## config.mk

```make
export PLATFORM = sky130hd
export DESIGN_NAME = ibr_receiver_port
export DESIGN_NICKNAME = d
export VERILOG_FILES = /design/src/hdl/ibr_pkg.sv /design/src/hdl/ibr_receiver_port.sv
export SDC_FILE = /design/constraint.sdc
export NUM_CORES = 1
export LEC_CHECK = 0
export BUFFER_PORTS_ARGS = -buffer_cell sky130_fd_sc_hd__buf_2
export CELL_PAD_IN_SITES_DETAIL_PLACEMENT = 1
export CELL_PAD_IN_SITES_GLOBAL_PLACEMENT = 2
export CORE_ASPECT_RATIO = 1.2
export CORE_MARGIN = 1
export CORE_UTILIZATION = 29
export DETAILED_ROUTE_END_ITERATION = 10
export HOLD_SLACK_MARGIN = 0.08
export MAX_ROUTING_LAYER = met4
export PLACE_DENSITY_LB_ADDON = 0.1
export SYNTH_ARGS = -nofsm -noshare
export SYNTH_HDL_FRONTEND = slang
export SYNTH_SLANG_ARGS = --single-unit
export TNS_END_PERCENT = 5
```

## constraint.sdc

```tcl
create_clock -name clk_i -period 3.3 [get_ports clk_i]
set_input_delay 0.33 -clock clk_i [delete_from_list [all_inputs] [get_ports clk_i]]
set_output_delay 0.33 -clock clk_i [all_outputs]
set_load 0.03 [all_outputs]
```

## src/hdl/ibr_pkg.sv

```systemverilog
package ibr_pkg;

    localparam int unsigned DATA_W          = 16;
    localparam int unsigned ADDR_W          = 16;
    localparam int unsigned BLOCK_WORDS     = 10;
    localparam int unsigned BUF_BLOCKS      = 64;
    localparam int unsigned BUF_WORDS       = 640;
    localparam int unsigned RANGE_W         = 20;
    localparam int unsigned TIME_W          = 16;
    localparam int unsigned CNT_W           = 7;

    // Range counter rate as a fraction of the 20 MHz system clock
    localparam int unsigned CLK_FREQ_MHZ    = 20;
    localparam int unsigned RANGE_FREQ_MHZ  = 16;
    localparam logic [4:0]  RANGE_STEP      = 5'(RANGE_FREQ_MHZ);
    localparam logic [4:0]  RANGE_MOD       = 5'(CLK_FREQ_MHZ);

    // Wishbone register offsets (byte addresses)
    localparam logic [7:0]  OFS_A_PORT      = 8'h00;
    localparam logic [7:0]  OFS_C_PORT      = 8'h04;
    localparam logic [7:0]  OFS_CTRL        = 8'h08;

    // Control write bits and status read bits
    localparam int unsigned CTRL_START_BIT  = 0;
    localparam int unsigned CTRL_CLEAR_BIT  = 1;
    localparam int unsigned CTRL_P_BIT      = 2;
    localparam int unsigned STAT_BUSY_BIT   = 0;
    localparam int unsigned STAT_DONE_BIT   = 1;
    localparam int unsigned STAT_ARR_BIT    = 2;
    localparam int unsigned STAT_IDIS_BIT   = 3;

    // Reset values
    localparam logic [ADDR_W-1:0] ORIGIN_RST = 16'h0000;
    localparam logic [CNT_W-1:0]  COUNT_RST  = 7'h00;

    typedef enum logic [0:0] {
        IBR_ST_IDLE  = 1'b0,
        IBR_ST_WRITE = 1'b1
    } ibr_state_e;

    typedef struct packed {
        logic [ADDR_W-1:0] addr;
        logic [DATA_W-1:0] data;
    } ibr_dma_s;

endpackage : ibr_pkg

```

## src/hdl/ibr_receiver_port.sv

```systemverilog
`timescale 1ns/1ps
// Behaviour
// - Start pulse sets busy and clears done.
// - Clear pulse resets busy and done; system reset also clears interrupt disable.
// - Interrupt requested whenever a done flag is set and disable is zero.
// - Mask-out pulse loads interrupt disable from one assigned data bit.
// - Transfers and start, clear and P pulses act only when addressed; system reset and mask-out act always.
// - Each interrogation stores a ten-word block into host memory.
// - Buffer is a fixed 640-word region of 64 blocks.
// - Block counter increments only when the tenth word is stored.
// - After the 64th block the address wraps to the buffer origin.
// - Counter overflow at 64 blocks sets done and clears busy.
// - Arrival event comes at detection, before the block completes.
// - Each arrival while busy sets a second done flag; busy stays set.
// - Skip test shows standard done; identity shows either done flag.
// - P pulse clears the arrival done flag; host issues it first.
// - Clear or system reset zeroes busy, both done flags, counter; an arrival while busy in the same cycle still sets the arrival flag.
// - C-port read returns block count; host polls until nonzero.
// - C-port write decrements a nonzero count, data ignored.
// - Each time busy sets, address reloads to buffer origin.
// - 20-bit range counter at 16 MHz; low or high 16 bits as time.
// - A-port read returns the next memory address to be written.
module ibr_receiver_port #(
    parameter int unsigned MASK_BIT = 5
) (
    input  wire logic                         clk_i,
    input  wire logic                         rst_i,
    input  wire logic                         wb_cyc_i,
    input  wire logic                         wb_stb_i,
    input  wire logic                         wb_we_i,
    input  wire logic [7:0]                   wb_adr_i,
    input  wire logic [3:0]                   wb_sel_i,
    input  wire logic [31:0]                  wb_dat_i,
    output logic      [31:0]                  wb_dat_o,
    output logic                              wb_ack_o,
    input  wire logic                         system_io_reset_pulse_i,
    input  wire logic                         mask_out_i,
    input  wire logic [ibr_pkg::DATA_W-1:0]   mask_data_i,
    input  wire logic                         arrival_i,
    input  wire logic                         word_valid_i,
    input  wire logic [ibr_pkg::DATA_W-1:0]   word_i,
    output logic                              word_ready_o,
    output logic                              dma_req_o,
    output ibr_pkg::ibr_dma_s                 dma_o,
    input  wire logic                         dma_ack_i,
    output logic                              intr_o,
    output logic                              skip_done_o,
    output logic                              interrupt_acknowledge_query_ident_o,
    output logic      [ibr_pkg::TIME_W-1:0]   time_disc_o,
    output logic      [ibr_pkg::TIME_W-1:0]   time_short_o
);
    import ibr_pkg::*;

    logic                 ack_q;
    logic [31:0]          rdat_q;
    logic                 busy_q;
    logic                 done_q;
    logic                 arr_q;
    logic                 idis_q;
    logic [ADDR_W-1:0]    origin_q;
    logic [ADDR_W-1:0]    offset_q;
    logic [3:0]           wcnt_q;
    logic [CNT_W-1:0]     count_q;
    logic [CNT_W-1:0]     count_d;
    logic [RANGE_W-1:0]   range_q;
    logic [4:0]           frac_q;
    logic [5:0]           frac_sum;
    ibr_state_e           st_q;
    ibr_dma_s             dma_q;
    logic                 req_q;
    logic                 rdy_q;
    logic                 intr_q;
    logic                 wr_fire;
    logic                 ctrl_wr;
    logic                 start_p;
    logic                 clear_p;
    logic                 p_p;
    logic                 dec_p;
    logic                 take;
    logic                 word_done;
    logic                 blk_done;
    logic                 inc;
    logic                 dec;
    logic                 ovf;
    logic                 kill;
    logic                 busy_d;
    logic                 done_d;
    logic                 arr_d;
    logic                 ident_q;
    logic [31:0]          rdat_d;

    function automatic logic hit(input logic [7:0] adr, input logic [7:0] ofs);
        hit = (adr[7:2] == ofs[7:2]);
    endfunction : hit

    function automatic logic [31:0] stat_word(input logic b, input logic d,
                                              input logic a, input logic i);
        stat_word                = 32'h0000_0000;
        stat_word[STAT_BUSY_BIT] = b;
        stat_word[STAT_DONE_BIT] = d;
        stat_word[STAT_ARR_BIT]  = a;
        stat_word[STAT_IDIS_BIT] = i;
    endfunction : stat_word

    // Write acts at the acknowledging edge only
    assign wr_fire   = wb_cyc_i && wb_stb_i && wb_we_i && ack_q && wb_sel_i[0];
    assign ctrl_wr   = wr_fire && hit(wb_adr_i, OFS_CTRL);
    assign start_p   = ctrl_wr && wb_dat_i[CTRL_START_BIT];
    assign clear_p   = ctrl_wr && wb_dat_i[CTRL_CLEAR_BIT];
    assign p_p       = ctrl_wr && wb_dat_i[CTRL_P_BIT];
    assign dec_p     = wr_fire && hit(wb_adr_i, OFS_C_PORT);
    // Clear and system reset beat a start in the same cycle
    assign kill      = clear_p || system_io_reset_pulse_i;

    assign take      = word_valid_i && rdy_q;
    assign word_done = (st_q == IBR_ST_WRITE) && dma_ack_i && !kill;
    assign blk_done  = word_done && (wcnt_q == 4'(BLOCK_WORDS - 1));
    assign inc       = blk_done;
    assign dec       = dec_p && (count_q != COUNT_RST);
    assign ovf       = inc && !dec && (count_q == CNT_W'(BUF_BLOCKS - 1));

    // Read data is chosen ahead so it stands together with the acknowledge
    always_comb begin
        rdat_d = 32'h0000_0000;
        if (hit(wb_adr_i, OFS_A_PORT)) begin
            rdat_d[ADDR_W-1:0] = origin_q + offset_q;
        end else if (hit(wb_adr_i, OFS_C_PORT)) begin
            rdat_d[CNT_W-1:0] = count_q;
        end else if (hit(wb_adr_i, OFS_CTRL)) begin
            rdat_d = stat_word(busy_q, done_q, arr_q, idis_q);
        end
    end

    always_ff @(posedge clk_i) begin
        if (rst_i) begin
            ack_q <= 1'b0;
        end else begin
            ack_q <= wb_cyc_i && wb_stb_i && !ack_q;
        end
    end

    always_ff @(posedge clk_i) begin
        if (rst_i) begin
            rdat_q <= 32'h0000_0000;
        end else begin
            rdat_q <= rdat_d;
        end
    end

    always_ff @(posedge clk_i) begin
        if (rst_i) begin
            origin_q <= ORIGIN_RST;
        end else if (wr_fire && hit(wb_adr_i, OFS_A_PORT)) begin
            origin_q <= wb_dat_i[ADDR_W-1:0];
        end
    end

    // Busy and standard done; a clear blocks word_done, so the clear wins over an overflow set
    always_comb begin
        busy_d = busy_q;
        done_d = done_q;
        if (ovf) begin
            busy_d = 1'b0;
            done_d = 1'b1;
        end else if (kill) begin
            busy_d = 1'b0;
            done_d = 1'b0;
        end else if (start_p) begin
            busy_d = 1'b1;
            done_d = 1'b0;
        end
    end

    // Arrival flag leaves busy alone so reception keeps running
    always_comb begin
        arr_d = arr_q;
        if (arrival_i && busy_q) begin
            arr_d = 1'b1;
        end else if (kill || p_p) begin
            arr_d = 1'b0;
        end
    end

    always_ff @(posedge clk_i) begin
        if (rst_i) begin
            busy_q <= 1'b0;
        end else begin
            busy_q <= busy_d;
        end
    end

    always_ff @(posedge clk_i) begin
        if (rst_i) begin
            done_q <= 1'b0;
        end else begin
            done_q <= done_d;
        end
    end

    always_ff @(posedge clk_i) begin
        if (rst_i) begin
            arr_q <= 1'b0;
        end else begin
            arr_q <= arr_d;
        end
    end

    // Own flop from next values, so it tracks both done flags without lag
    always_ff @(posedge clk_i) begin
        if (rst_i) begin
            ident_q <= 1'b0;
        end else begin
            ident_q <= done_d || arr_d;
        end
    end

    always_ff @(posedge clk_i) begin
        if (rst_i || system_io_reset_pulse_i) begin
            idis_q <= 1'b0;
        end else if (mask_out_i) begin
            idis_q <= mask_data_i[MASK_BIT];
        end
    end

    always_comb begin
        count_d = count_q;
        if (inc && !dec) begin
            count_d = count_q + CNT_W'(1);
        end else if (dec && !inc) begin
            count_d = count_q - CNT_W'(1);
        end
    end

    always_ff @(posedge clk_i) begin
        if (rst_i || kill) begin
            count_q <= COUNT_RST;
        end else begin
            count_q <= count_d;
        end
    end

    // Address offset and word position within a block
    always_ff @(posedge clk_i) begin
        if (rst_i || kill || (start_p && !busy_q)) begin
            offset_q <= '0;
        end else if (word_done) begin
            if (offset_q == ADDR_W'(BUF_WORDS - 1)) begin
                offset_q <= '0;
            end else begin
                offset_q <= offset_q + ADDR_W'(1);
            end
        end
    end

    always_ff @(posedge clk_i) begin
        if (rst_i || kill || (start_p && !busy_q)) begin
            wcnt_q <= 4'h0;
        end else if (blk_done) begin
            wcnt_q <= 4'h0;
        end else if (word_done) begin
            wcnt_q <= wcnt_q + 4'h1;
        end
    end

    // Data channel writer, one word at a time
    always_ff @(posedge clk_i) begin
        if (rst_i || kill) begin
            st_q  <= IBR_ST_IDLE;
            req_q <= 1'b0;
        end else begin
            case (st_q)
                IBR_ST_IDLE: begin
                    if (take) begin
                        st_q  <= IBR_ST_WRITE;
                        req_q <= 1'b1;
                    end
                end
                IBR_ST_WRITE: begin
                    if (dma_ack_i) begin
                        st_q  <= IBR_ST_IDLE;
                        req_q <= 1'b0;
                    end
                end
                default: begin
                    st_q  <= IBR_ST_IDLE;
                    req_q <= 1'b0;
                end
            endcase
        end
    end

    // Word and address are held unchanged for the memory until acknowledged
    always_ff @(posedge clk_i) begin
        if (rst_i || kill) begin
            dma_q <= '0;
        end else if (take && (st_q == IBR_ST_IDLE)) begin
            dma_q.addr <= origin_q + offset_q;
            dma_q.data <= word_i;
        end
    end

    // Ready drops while a word is in flight or storage has stopped
    always_ff @(posedge clk_i) begin
        if (rst_i || kill) begin
            rdy_q <= 1'b0;
        end else if (st_q == IBR_ST_IDLE) begin
            rdy_q <= busy_q && !take && !ovf;
        end else begin
            rdy_q <= 1'b0;
        end
    end

    // Fractional step gives 16 counts per 20 clocks, with phase jitter of one clock
    assign frac_sum = {1'b0, frac_q} + {1'b0, RANGE_STEP};

    always_ff @(posedge clk_i) begin
        if (rst_i) begin
            frac_q <= 5'h00;
        end else if (frac_sum >= {1'b0, RANGE_MOD}) begin
            frac_q <= 5'(frac_sum - {1'b0, RANGE_MOD});
        end else begin
            frac_q <= frac_sum[4:0];
        end
    end

    always_ff @(posedge clk_i) begin
        if (rst_i) begin
            range_q <= '0;
        end else if (frac_sum >= {1'b0, RANGE_MOD}) begin
            range_q <= range_q + RANGE_W'(1);
        end
    end

    always_ff @(posedge clk_i) begin
        if (rst_i) begin
            intr_q <= 1'b0;
        end else begin
            intr_q <= (done_q || arr_q) && !idis_q;
        end
    end

    assign wb_ack_o     = ack_q;
    assign wb_dat_o     = rdat_q;
    assign word_ready_o = rdy_q;
    assign dma_req_o    = req_q;
    assign dma_o        = dma_q;
    assign intr_o       = intr_q;
    assign skip_done_o  = done_q;
    assign interrupt_acknowledge_query_ident_o = ident_q;
    assign time_disc_o  = range_q[TIME_W-1:0];
    assign time_short_o = range_q[RANGE_W-1:RANGE_W-TIME_W];

endmodule : ibr_receiver_port

```

* Word level (Yosys, flattened, before mapping) *
Cells that the tools add are included.

cells by class
  shift operators = 0
  $mul = 0
  $lt $le $gt $ge = 1
  div/mod/pow operators = 0
  equal/unequal tests = 7
  bitwise logic cells = 1
  mux-type cells = 18
  add/sub/neg operators = 8
  reduce and logical (&&, ||, !) cells = 48

operators with widths
  cell                     number
  $mux W16                 2
  $logic_and A1 B1 Y1      25
  $mux W7                  3
  $add A20 B1 Y20 const B  1
  $add A16 B1 Y16 const B  1
  $add A16 B16 Y16         1
  $eq A16 B10 Y1 const B   1
  $mux W1                  9
  $logic_not A1 Y1         8
  $add A7 B1 Y7 const B    1
  $eq A7 B6 Y1 const B     1
  $logic_or A1 B1 Y1       7
  $reduce_bool A7 Y1       1
  $sub A7 B1 Y7 const B    1
  $add A5 B5 Y6 const B    1
  $eq A6 B1 Y1 const B     1
  $eq A6 B2 Y1 const B     1
  $ge A6 B5 Y1 const B     1
  $logic_not A6 Y1         1
  $reduce_or A3 Y1         2
  $mux W5                  1
  $sub A5 B5 Y5 const B    1
  $add A4 B1 Y4 const B    1
  $eq A4 B4 Y1 const B     1
  7 further kinds          10

storage, ports and cells
  memories = 0
  bits in latches = 0
  ROM bits = 0
  bits in registers = 142
  input bits = 86
  RAM bits = 0

* Logic depth before layout (Yosys ltp) *
Gate-level depths: netlist of run 1.

  depth after elaboration = 14
  mapped depth = 14
  depth with buffers taken out = 13

* Worst setup path before layout of run 1 *
No wires, ideal clock.

  kind = register to register
  start point = register ack_q (netlist: wb_ack_o)
  end point = register count_q[6]
  period minus slack after synthesis = 3.020 ns
  stages on the path, launching flop included = 15
  library setup time = 0.128 ns
  data arrival time = 2.893 ns
  slack = 0.280 ns
  path buffers = 1
  required time = 3.172 ns
  path through = dfxtp_1 and4_1 and4_1 buf_6 a21o_1 nor3_1 ha_1 inv_1 fa_1 a21o_1 a21oi_1 nand4b_1 nand4_1 xnor2_1 nor2_1

between the ends
  word-level cells in the longest chain between the ends = 11

RTL lines
  what                                  RTL line                  RTL
  from (decl)                           ibr_receiver_port.sv:54   logic ack_q;
  from (signal assigned)                ibr_receiver_port.sv:138  ack_q <= wb_cyc_i && wb_stb_i && !ack_q;
  $logic_and A1 B1 Y1 (*) (2 in a row)  ibr_receiver_port.sv:106  assign wr_fire = wb_cyc_i && wb_stb_i && wb_we_i && ack_q && wb_sel_i[0];
  $logic_and A1 B1 Y1                   ibr_receiver_port.sv:107  assign ctrl_wr = wr_fire && hit(wb_adr_i, OFS_CTRL);
  $logic_and A1 B1 Y1                   ibr_receiver_port.sv:109  assign clear_p = ctrl_wr && wb_dat_i[CTRL_CLEAR_BIT];
  $logic_or A1 B1 Y1                    ibr_receiver_port.sv:113  assign kill = clear_p || system_io_reset_pulse_i;
  $logic_not A1 Y1                      ibr_receiver_port.sv:116  assign word_done = (st_q == IBR_ST_WRITE) && dma_ack_i && !kill;
  $logic_and A1 B1 Y1                   ibr_receiver_port.sv:116
  $logic_and A1 B1 Y1                   ibr_receiver_port.sv:117  assign blk_done = word_done && (wcnt_q == 4'(BLOCK_WORDS - 1));
  $logic_not A1 Y1                      ibr_receiver_port.sv:229  end else if (dec && !inc) begin
  $logic_and A1 B1 Y1                   ibr_receiver_port.sv:229
  $reduce_bool A2 Y1 (no source line)   --
  to (signal assigned)                  ibr_receiver_port.sv:238  count_q <= count_d;
  to (decl)                             ibr_receiver_port.sv:63   logic [CNT_W-1:0] count_q;

Every way passes the cells marked *; elsewhere a longest branch is shown, timed or not.
A chain may end at the register's enable or synchronous reset.

* Worst setup path in the final report of run 1 *
Same ends and word-level chain as after synthesis.

==> flow_metrics.py, run 1 <==
metrics = {
    "run_status": {
        "outcome": "complete, no violations",
    },
    "route": {
        "vias": 5312,
        "drt_iter0_drc": 166,
        "via_per_inst": 4.79,
        "ant_nets": 0,
        "drt-total-wl_um": 18000,
        "wl_per_cell_um": 16.2,
        "dr.pass1.iters": 5,
        "drc": 0,
    },
    "cts": {
        "cts_tree": "yes",
        "root_buffer": "clkbuf_16",
        "clock_sinks": 124,
        "clkLatencyLatePin_ps": 420,
        "h-tree-depth": 4,
        "clock_path_buffers": 2,
        "ctsResizeCount": 0,
        "cts_made_buffers": 17,
        "hold_buffers": 0,
        "clk_pin_slew_ps": 60,
        "cts_setup_buffers": 0,
    },
    "critical_path": {
        "cp_max_fo": 4,
        "r2r_start": "wb_ack_o",
        "cp.required_ps": 3610,
        "critPathMaxStageDelay_ps": 400,
        "crit_path_end_kind": "flip-flop",
        "worstSetupPathType": "reg2reg",
        "cp_cell_sequence": "and4_1, and4_1, a21o_1, nor3_1, ha_1, inv_1, fa_1, a21o_1, a21oi_1, nand4b_1, nand4_1, xnor2_1, nor2_1",
        "crit_start": "wb_ack_o",
        "crit_path_top_delay_cell": "fa_1",
        "critPathArrivalTime_ps": 3300,
        "worstSetupStartpointType": "flip-flop",
    },
    "sta": {
        "fmax_mhz": 334,
        "worst_slack_ps": 309,
        "setup_violations": 0,
        "skew_ps": 10.5,
        "relSlewSlack_pct": 52.1,
        "worstMarginPinSlew_ps": 709,
        "fin_hold_ws_ps": 143,
        "finalWorstPathRequiredPeriod_ps": 2990,
        "tns_ps": 0,
        "drv_slew": 0,
        "hold_violations": 0,
        "post-route-period-util_pct": 90.6,
        "rsz0062_at_grt": "no",
    },
    "power": {
        "power-per-cell-area_nw_per_um2": 503,
        "power_leakage_nw": 3.17,
        "irDropWorstVdd_mv": 0.353,
        "power_mw": 3.75,
    },
    "finish": {
        "final_common_cell": "buf_2",
        "design_area_um2": 7450,
        "antenna_cells": 0,
        "fin_util_pct": 36.8,
        "drive_gt1_share_pct": 22.7,
        "layout_common_cells": "135 x buf_2, 124 x dfxtp_1, 96 x nor2_1",
        "fin_nets": 948,
        "stdcell_count": 1109,
        "areaGrowthSynthToFinish_pct": 24.4,
    },
    "hold_path": {
        "min_path_type": "in2reg",
        "hold_start": "wb_dat_i[15]",
    },
    "logic_synthesis": {
        "ys_seq_elements": 124,
        "syn_area_um2": 5990,
        "synth_top_area_share_pct": 41.4,
        "yosys_warnings": 0,
        "synthDistinctLibCells": 51,
        "yosys.area.top_type": "dfxtp_1",
        "synth_cells": 701,
        "synth_edf_count": 0,
        "ys_top_cells_by_area": "dfxtp_1 41%, nor2_1 6.1%, ha_1 6.1%",
        "syn_avg_cell_area_um2": 8.55,
        "ys.flop_type": "dfxtp_1",
        "async_flop_share_pct": 0,
        "ys_seq_area_share_pct": 41.4,
    },
    "floorplan": {
        "rows": 57,
        "num_io_pins": 188,
        "dieWidth_um": 133,
        "chipHeight_um": 159,
        "die_area_um2": 21200,
        "start_util_pct": 29.6,
        "core_area_um2": 20300,
    },
    "global_route": {
        "grt_pass1_vias": 5580,
        "overflow": 0,
        "grt_usage_pct": 18.0,
        "grt_max_degree": 35,
        "grt_pass1_wl_um": 28900,
        "antenna_found_initial": 0,
    },
    "placed_design": {
        "hpwl_um": 14000,
        "dp.cells": 1077,
        "placed_area_um2": 6850,
        "place_ws_ps": 109,
        "gp_congestion": 0.787,
        "io_buffers": 135,
    },
    "job": {
        "maxCapViolations": 0,
    },
}
==> critical path: cells and delay by family, from the launching register on <==
family / cells / cell delay [ps]
xor+xnor: 1 / 160
simple gates: 6 / 1040
fa+ha+maj: 2 / 660
compound gates: 3 / 610
buf+inv: 1 / 110
flops: 1 / 320
==> cell usage after synthesis, types with 2 or more instances <==
cell type,count
dfxtp_1,124
nor2_1,97
nand2_1,75
a21oi_1,57
xor2_1,32
ha_1,29
nand3_1,29
buf_4,28
o21ai_0,28
clkbuf_1,23
xnor2_1,22
mux2i_1,21
inv_1,17
nand4_1,10
nor3_1,10
a21o_1,9
a211oi_1,7
nand2b_1,7
or3_1,7
and3_1,6
nor2b_1,6
a31oi_1,5
nor4_1,5
and4_1,4
or4_1,4
a22oi_1,3
and2_1,3
o2111ai_1,3
or2_2,3
buf_6,2
fa_1,2
nand3b_1,2
nand4b_1,2
o31ai_1,2
==> cell families (layout without fill, tap and decap cells) <==
| family | count (synthesis) | count (layout) | share of synthesized area (%) |
|---|---|---|---|
| other | 1 | 16 | 0.0626 |
| buffers and inverters | 72 | 200 | 6.54 |
| multiplexers | 22 | 22 | 3.70 |
| AND/OR/NAND/NOR | 273 | 273 | 21.1 |
| AO/OA/AOI/OAI | 124 | 124 | 12.5 |
| flip-flops | 124 | 124 | 41.4 |
| XOR/XNOR | 54 | 54 | 7.89 |
| adder cells (fa/ha/maj) | 31 | 31 | 6.72 |
==> final timing paths <==
kind	slack, ps	cells after the start	end
worst min-delay path	140	3	origin_q[15]
worst max-delay path	310	13	count_q[6]
worst max register to register	310	13	count_q[6]
worst min register to register	440	1	wb_ack_o
==> final cells by class <==
| class | count | area, µm² |
|---|---|---|
| well taps | 265 | 332 |
| repair buffers | 151 | 796 |
| clock inverters | 14 | 169 |
| clock buffers | 18 | 429 |
| fillers | 2474 | 12800 |
| multi-input cells | 520 | 3180 |
| inverters | 17 | 63.8 |
| flip-flops and latches | 124 | 2480 |
==> layer usage <==
| metal | GRT usage [%] | share of wire [%] |
|---|---|---|
| met1 | 20.3 | 44 |
| met2 | 31.3 | 51 |
| met3 | 3.53 | 3.2 |
| met4 | 6.77 | 1.8 |
| met5 | - | 0 |
==> state kept, by name, summed over array words and instances (netlist names), 3 cells and up <==
name      flops
wb_dat_o     16
frac_q        3
origin_q     16
count_q       7
offset_q     16
range_q      20
dma_o        32
wcnt_q        4
==> where the power goes <==
group / switching [mW] / total (mW) / internal, mW
Clock: 0.718 / 1.91 / 1.19
Combinational: 0.180 / 0.288 / 0.107
Sequential: 0.0254 / 1.55 / 1.53
No activity file was read; power rests on OpenSTA's default activity.
==> run 2, diff against run 1 <==
- ABC_AREA: not set -> 1
- CORE_UTILIZATION: 29 -> 28
==> flow_metrics.py, run 2 <==
metrics = {
    "run_status": {
        "outcome": "complete, no violations",
    },
    "critical_path": {
        "r2r_cells": 16,
        "path_buf_inv": 2,
        "critPathMaxStageDelay_ps": 340,
        "worstSetupStartpointType": "flip-flop",
        "rrSetupSlack_ps": 750,
        "critPathArrivalTime_ps": 2880,
        "worstSetupPathType": "reg2reg",
        "crit_path_top_delay_cell": "dfxtp_1",
        "regToRegEndpoint": "count_q[5]",
        "cp.required_ps": 3630,
        "cpMostUsedCell": "nand2_1",
        "cp_cell_sequence": "nand3_1, nor2_2, nand3_2, nand3_4, nor2_1, ha_1, inv_1, ha_1, a21oi_1, nand2_1, nand2_1, a21oi_1, nor2_1, nand2_1, nand2_1, inv_1",
        "crit_path_end_kind": "flip-flop",
        "cp_max_fo": 7,
        "cp_top_family": "simple AND/OR/NAND/NOR gates",
        "r2r_start": "wb_ack_o",
    },
    "sta": {
        "relSlewSlack_pct": 50.3,
        "post-route-period-util_pct": 77.3,
        "drv_slew": 0,
        "setup_violations": 0,
        "rsz0062_at_grt": "no",
        "tns_ps": 0,
        "worstMarginPinSlew_ps": 744,
        "skew_ps": 10.3,
        "finalWorstPathRequiredPeriod_ps": 2550,
        "fmax_mhz": 392,
        "hold_violations": 0,
    },
    "global_route": {
        "globalRoute.busiestLayer": "met2",
        "overflow": 0,
        "met1_usage_pct": 20.3,
        "use_met2_pct": 32.7,
        "grt_pass1_wl_um": 33000,
        "grt_max_degree": 42,
        "use_met3_pct": 3.31,
        "grt_pass1_vias": 6360,
        "grt_usage_pct": 18.1,
        "antenna_found_initial": 0,
    },
    "power": {
        "p_int_mw": 2.83,
        "p_sw_mw": 1.04,
        "power_mw": 3.86,
        "clock_power_share_pct": 52.3,
        "power_leakage_nw": 3.77,
        "p_seq_share_pct": 40.0,
        "switching_share_pct": 26.8,
        "power-per-cell-area_nw_per_um2": 474,
        "p_comb_share_pct": 7.7,
        "irDropWorstVdd_mv": 0.349,
    },
    "cts": {
        "clk_pin_slew_ps": 70,
        "root_buffer": "clkbuf_16",
        "clkLatencyLatePin_ps": 430,
        "clock_path_buffers": 2,
        "ctsResizeCount": 0,
        "cts_made_buffers": 17,
        "hold_buffers": 0,
        "cts_setup_buffers": 0,
        "clock_sinks": 124,
        "h-tree-depth": 4,
        "cts_tree": "yes",
    },
    "route": {
        "drc": 0,
        "drt-total-wl_um": 20600,
        "vias": 6398,
        "ant_nets": 0,
        "dr.pass1.iters": 4,
        "drt_iter0_drc": 164,
        "wl_per_cell_um": 14.3,
        "via_per_inst": 4.44,
    },
    "floorplan": {
        "num_io_pins": 188,
        "chipHeight_um": 171,
        "start_util_pct": 28.7,
        "rows": 61,
        "die_area_um2": 24500,
        "core_area_um2": 23300,
        "dieWidth_um": 143,
    },
    "placed_design": {
        "gp_congestion": 0.805,
        "io_buffers": 135,
        "hpwl_um": 16100,
    },
    "hold_path": {
        "holdPathStages": 2,
        "hold_start": "mask_out_i",
        "hold_end": "idis_q",
        "min_path_type": "in2reg",
    },
    "finish": {
        "fin_nets": 1230,
        "areaGrowthSynthToFinish_pct": 22.1,
        "antenna_cells": 0,
        "layout_common_cells": "276 x nand2_1, 135 x buf_2, 130 x nor2_1",
        "largest_reg_flops": 32,
        "final_common_cell": "nand2_1",
        "drive_gt1_share_pct": 17.1,
    },
    "logic_synthesis": {
        "synth_top_area_share_pct": 37.2,
        "yosys.area.top_type": "dfxtp_1",
        "synth_cells": 989,
        "synth_most_common_cell": "nand2_1",
        "syn_avg_cell_area_um2": 6.75,
        "async_flop_share_pct": 0,
        "ys_seq_area_share_pct": 37.2,
        "ys_top_cells_by_count": "276 x nand2_1, 131 x nor2_1, 124 x dfxtp_1",
        "synthDistinctLibCells": 44,
        "syn_area_um2": 6680,
        "ys_top_cells_by_area": "dfxtp_1 37%, nand2_1 16%, nor2_1 7.4%",
        "ys_seq_elements": 124,
        "ys.flop_type": "dfxtp_1",
        "yosys_warnings": 0,
        "synth_edf_count": 0,
    },
    "job": {
        "maxCapViolations": 0,
    },
}
-- run 2: area by class of cell --
cell class,count,area [µm²]
clock inverter,15,201
sequential,124,2480
multi-input combinational,703,3460
clock buffer,17,425
fill,2979,15100
timing repair buffer,140,713
tap,315,394
inverter,127,478
-- run 2: power groups by stage --
stage	sequential [mW]	clock (mW)	combinational, mW
after floorplan	1.60	0	0.198
after global placement	1.58	0	0.303
after detailed placement	1.58	0	0.302
after CTS	1.55	2.10	0.306
after global routing	1.55	2.15	0.337
final	1.55	2.02	0.296
-- run 2: worst max path at each step --
| stage | startpoint | to | slack, ps | cells past startpoint |
|---|---|---|---|---|
| 2_1_floorplan | wb_ack_o | count_q[5] | 670 | 17 |
| 3_3_place_gp | wb_adr_i[7] | count_q[5] | 590 | 17 |
| 3_5_place_dp | wb_adr_i[7] | count_q[5] | 540 | 17 |
| 4_1_cts | wb_ack_o | count_q[5] | 730 | 16 |
| 5_1_grt | wb_ack_o | count_q[5] | 490 | 16 |
| 6_report | wb_ack_o | count_q[5] | 750 | 16 |
-- run 2: layer usage --
metal	vias up	share of wire, %
met4	0	1.3
met3	18	3.1
met1	2959	44
met5	-	0
li1	3318	-
met2	103	51
-- run 2: worst register-to-register path: stages (launching register included) --
cell and delay [ps]:
dfxtp_1 340, nand3_1 80, nor2_2 280, nand3_2 170, nand3_4 90, nor2_1 50, ha_1 230, inv_1 230
ha_1 340, a21oi_1 170, nand2_1 110, nand2_1 90, a21oi_1 60, nor2_1 80, nand2_1 60, nand2_1 50
inv_1 30
-- run 2: cell families (layout without fill, tap and decap cells) --
| family | count (synthesis) | count (layout) | share of synthesized area (%) |
|---|---|---|---|
| fa+ha+maj | 31 | 31 | 6.03 |
| buf+inv | 177 | 299 | 12.0 |
| compound gates | 130 | 130 | 10.3 |
| simple gates | 500 | 500 | 31.0 |
| flops | 124 | 124 | 37.2 |
| xor+xnor | 26 | 26 | 3.41 |
| other cells | 1 | 16 | 0.0562 |
-- run 2: stage by stage --
step           hold slack (ps)  utilization [%]  instance area, µm²  setup WS [ps]  instances
2_1_floorplan              417                -                6730            667       1004
3_3_place_gp               433             32.3                7520            595       1409
3_5_place_dp               436             32.3                7520            536       1409
4_1_cts                   95.1             35.0                8150            725       1441
5_1_grt                    109             35.0                8150            490       1441
6_report                   127             35.0                8150            749       1441
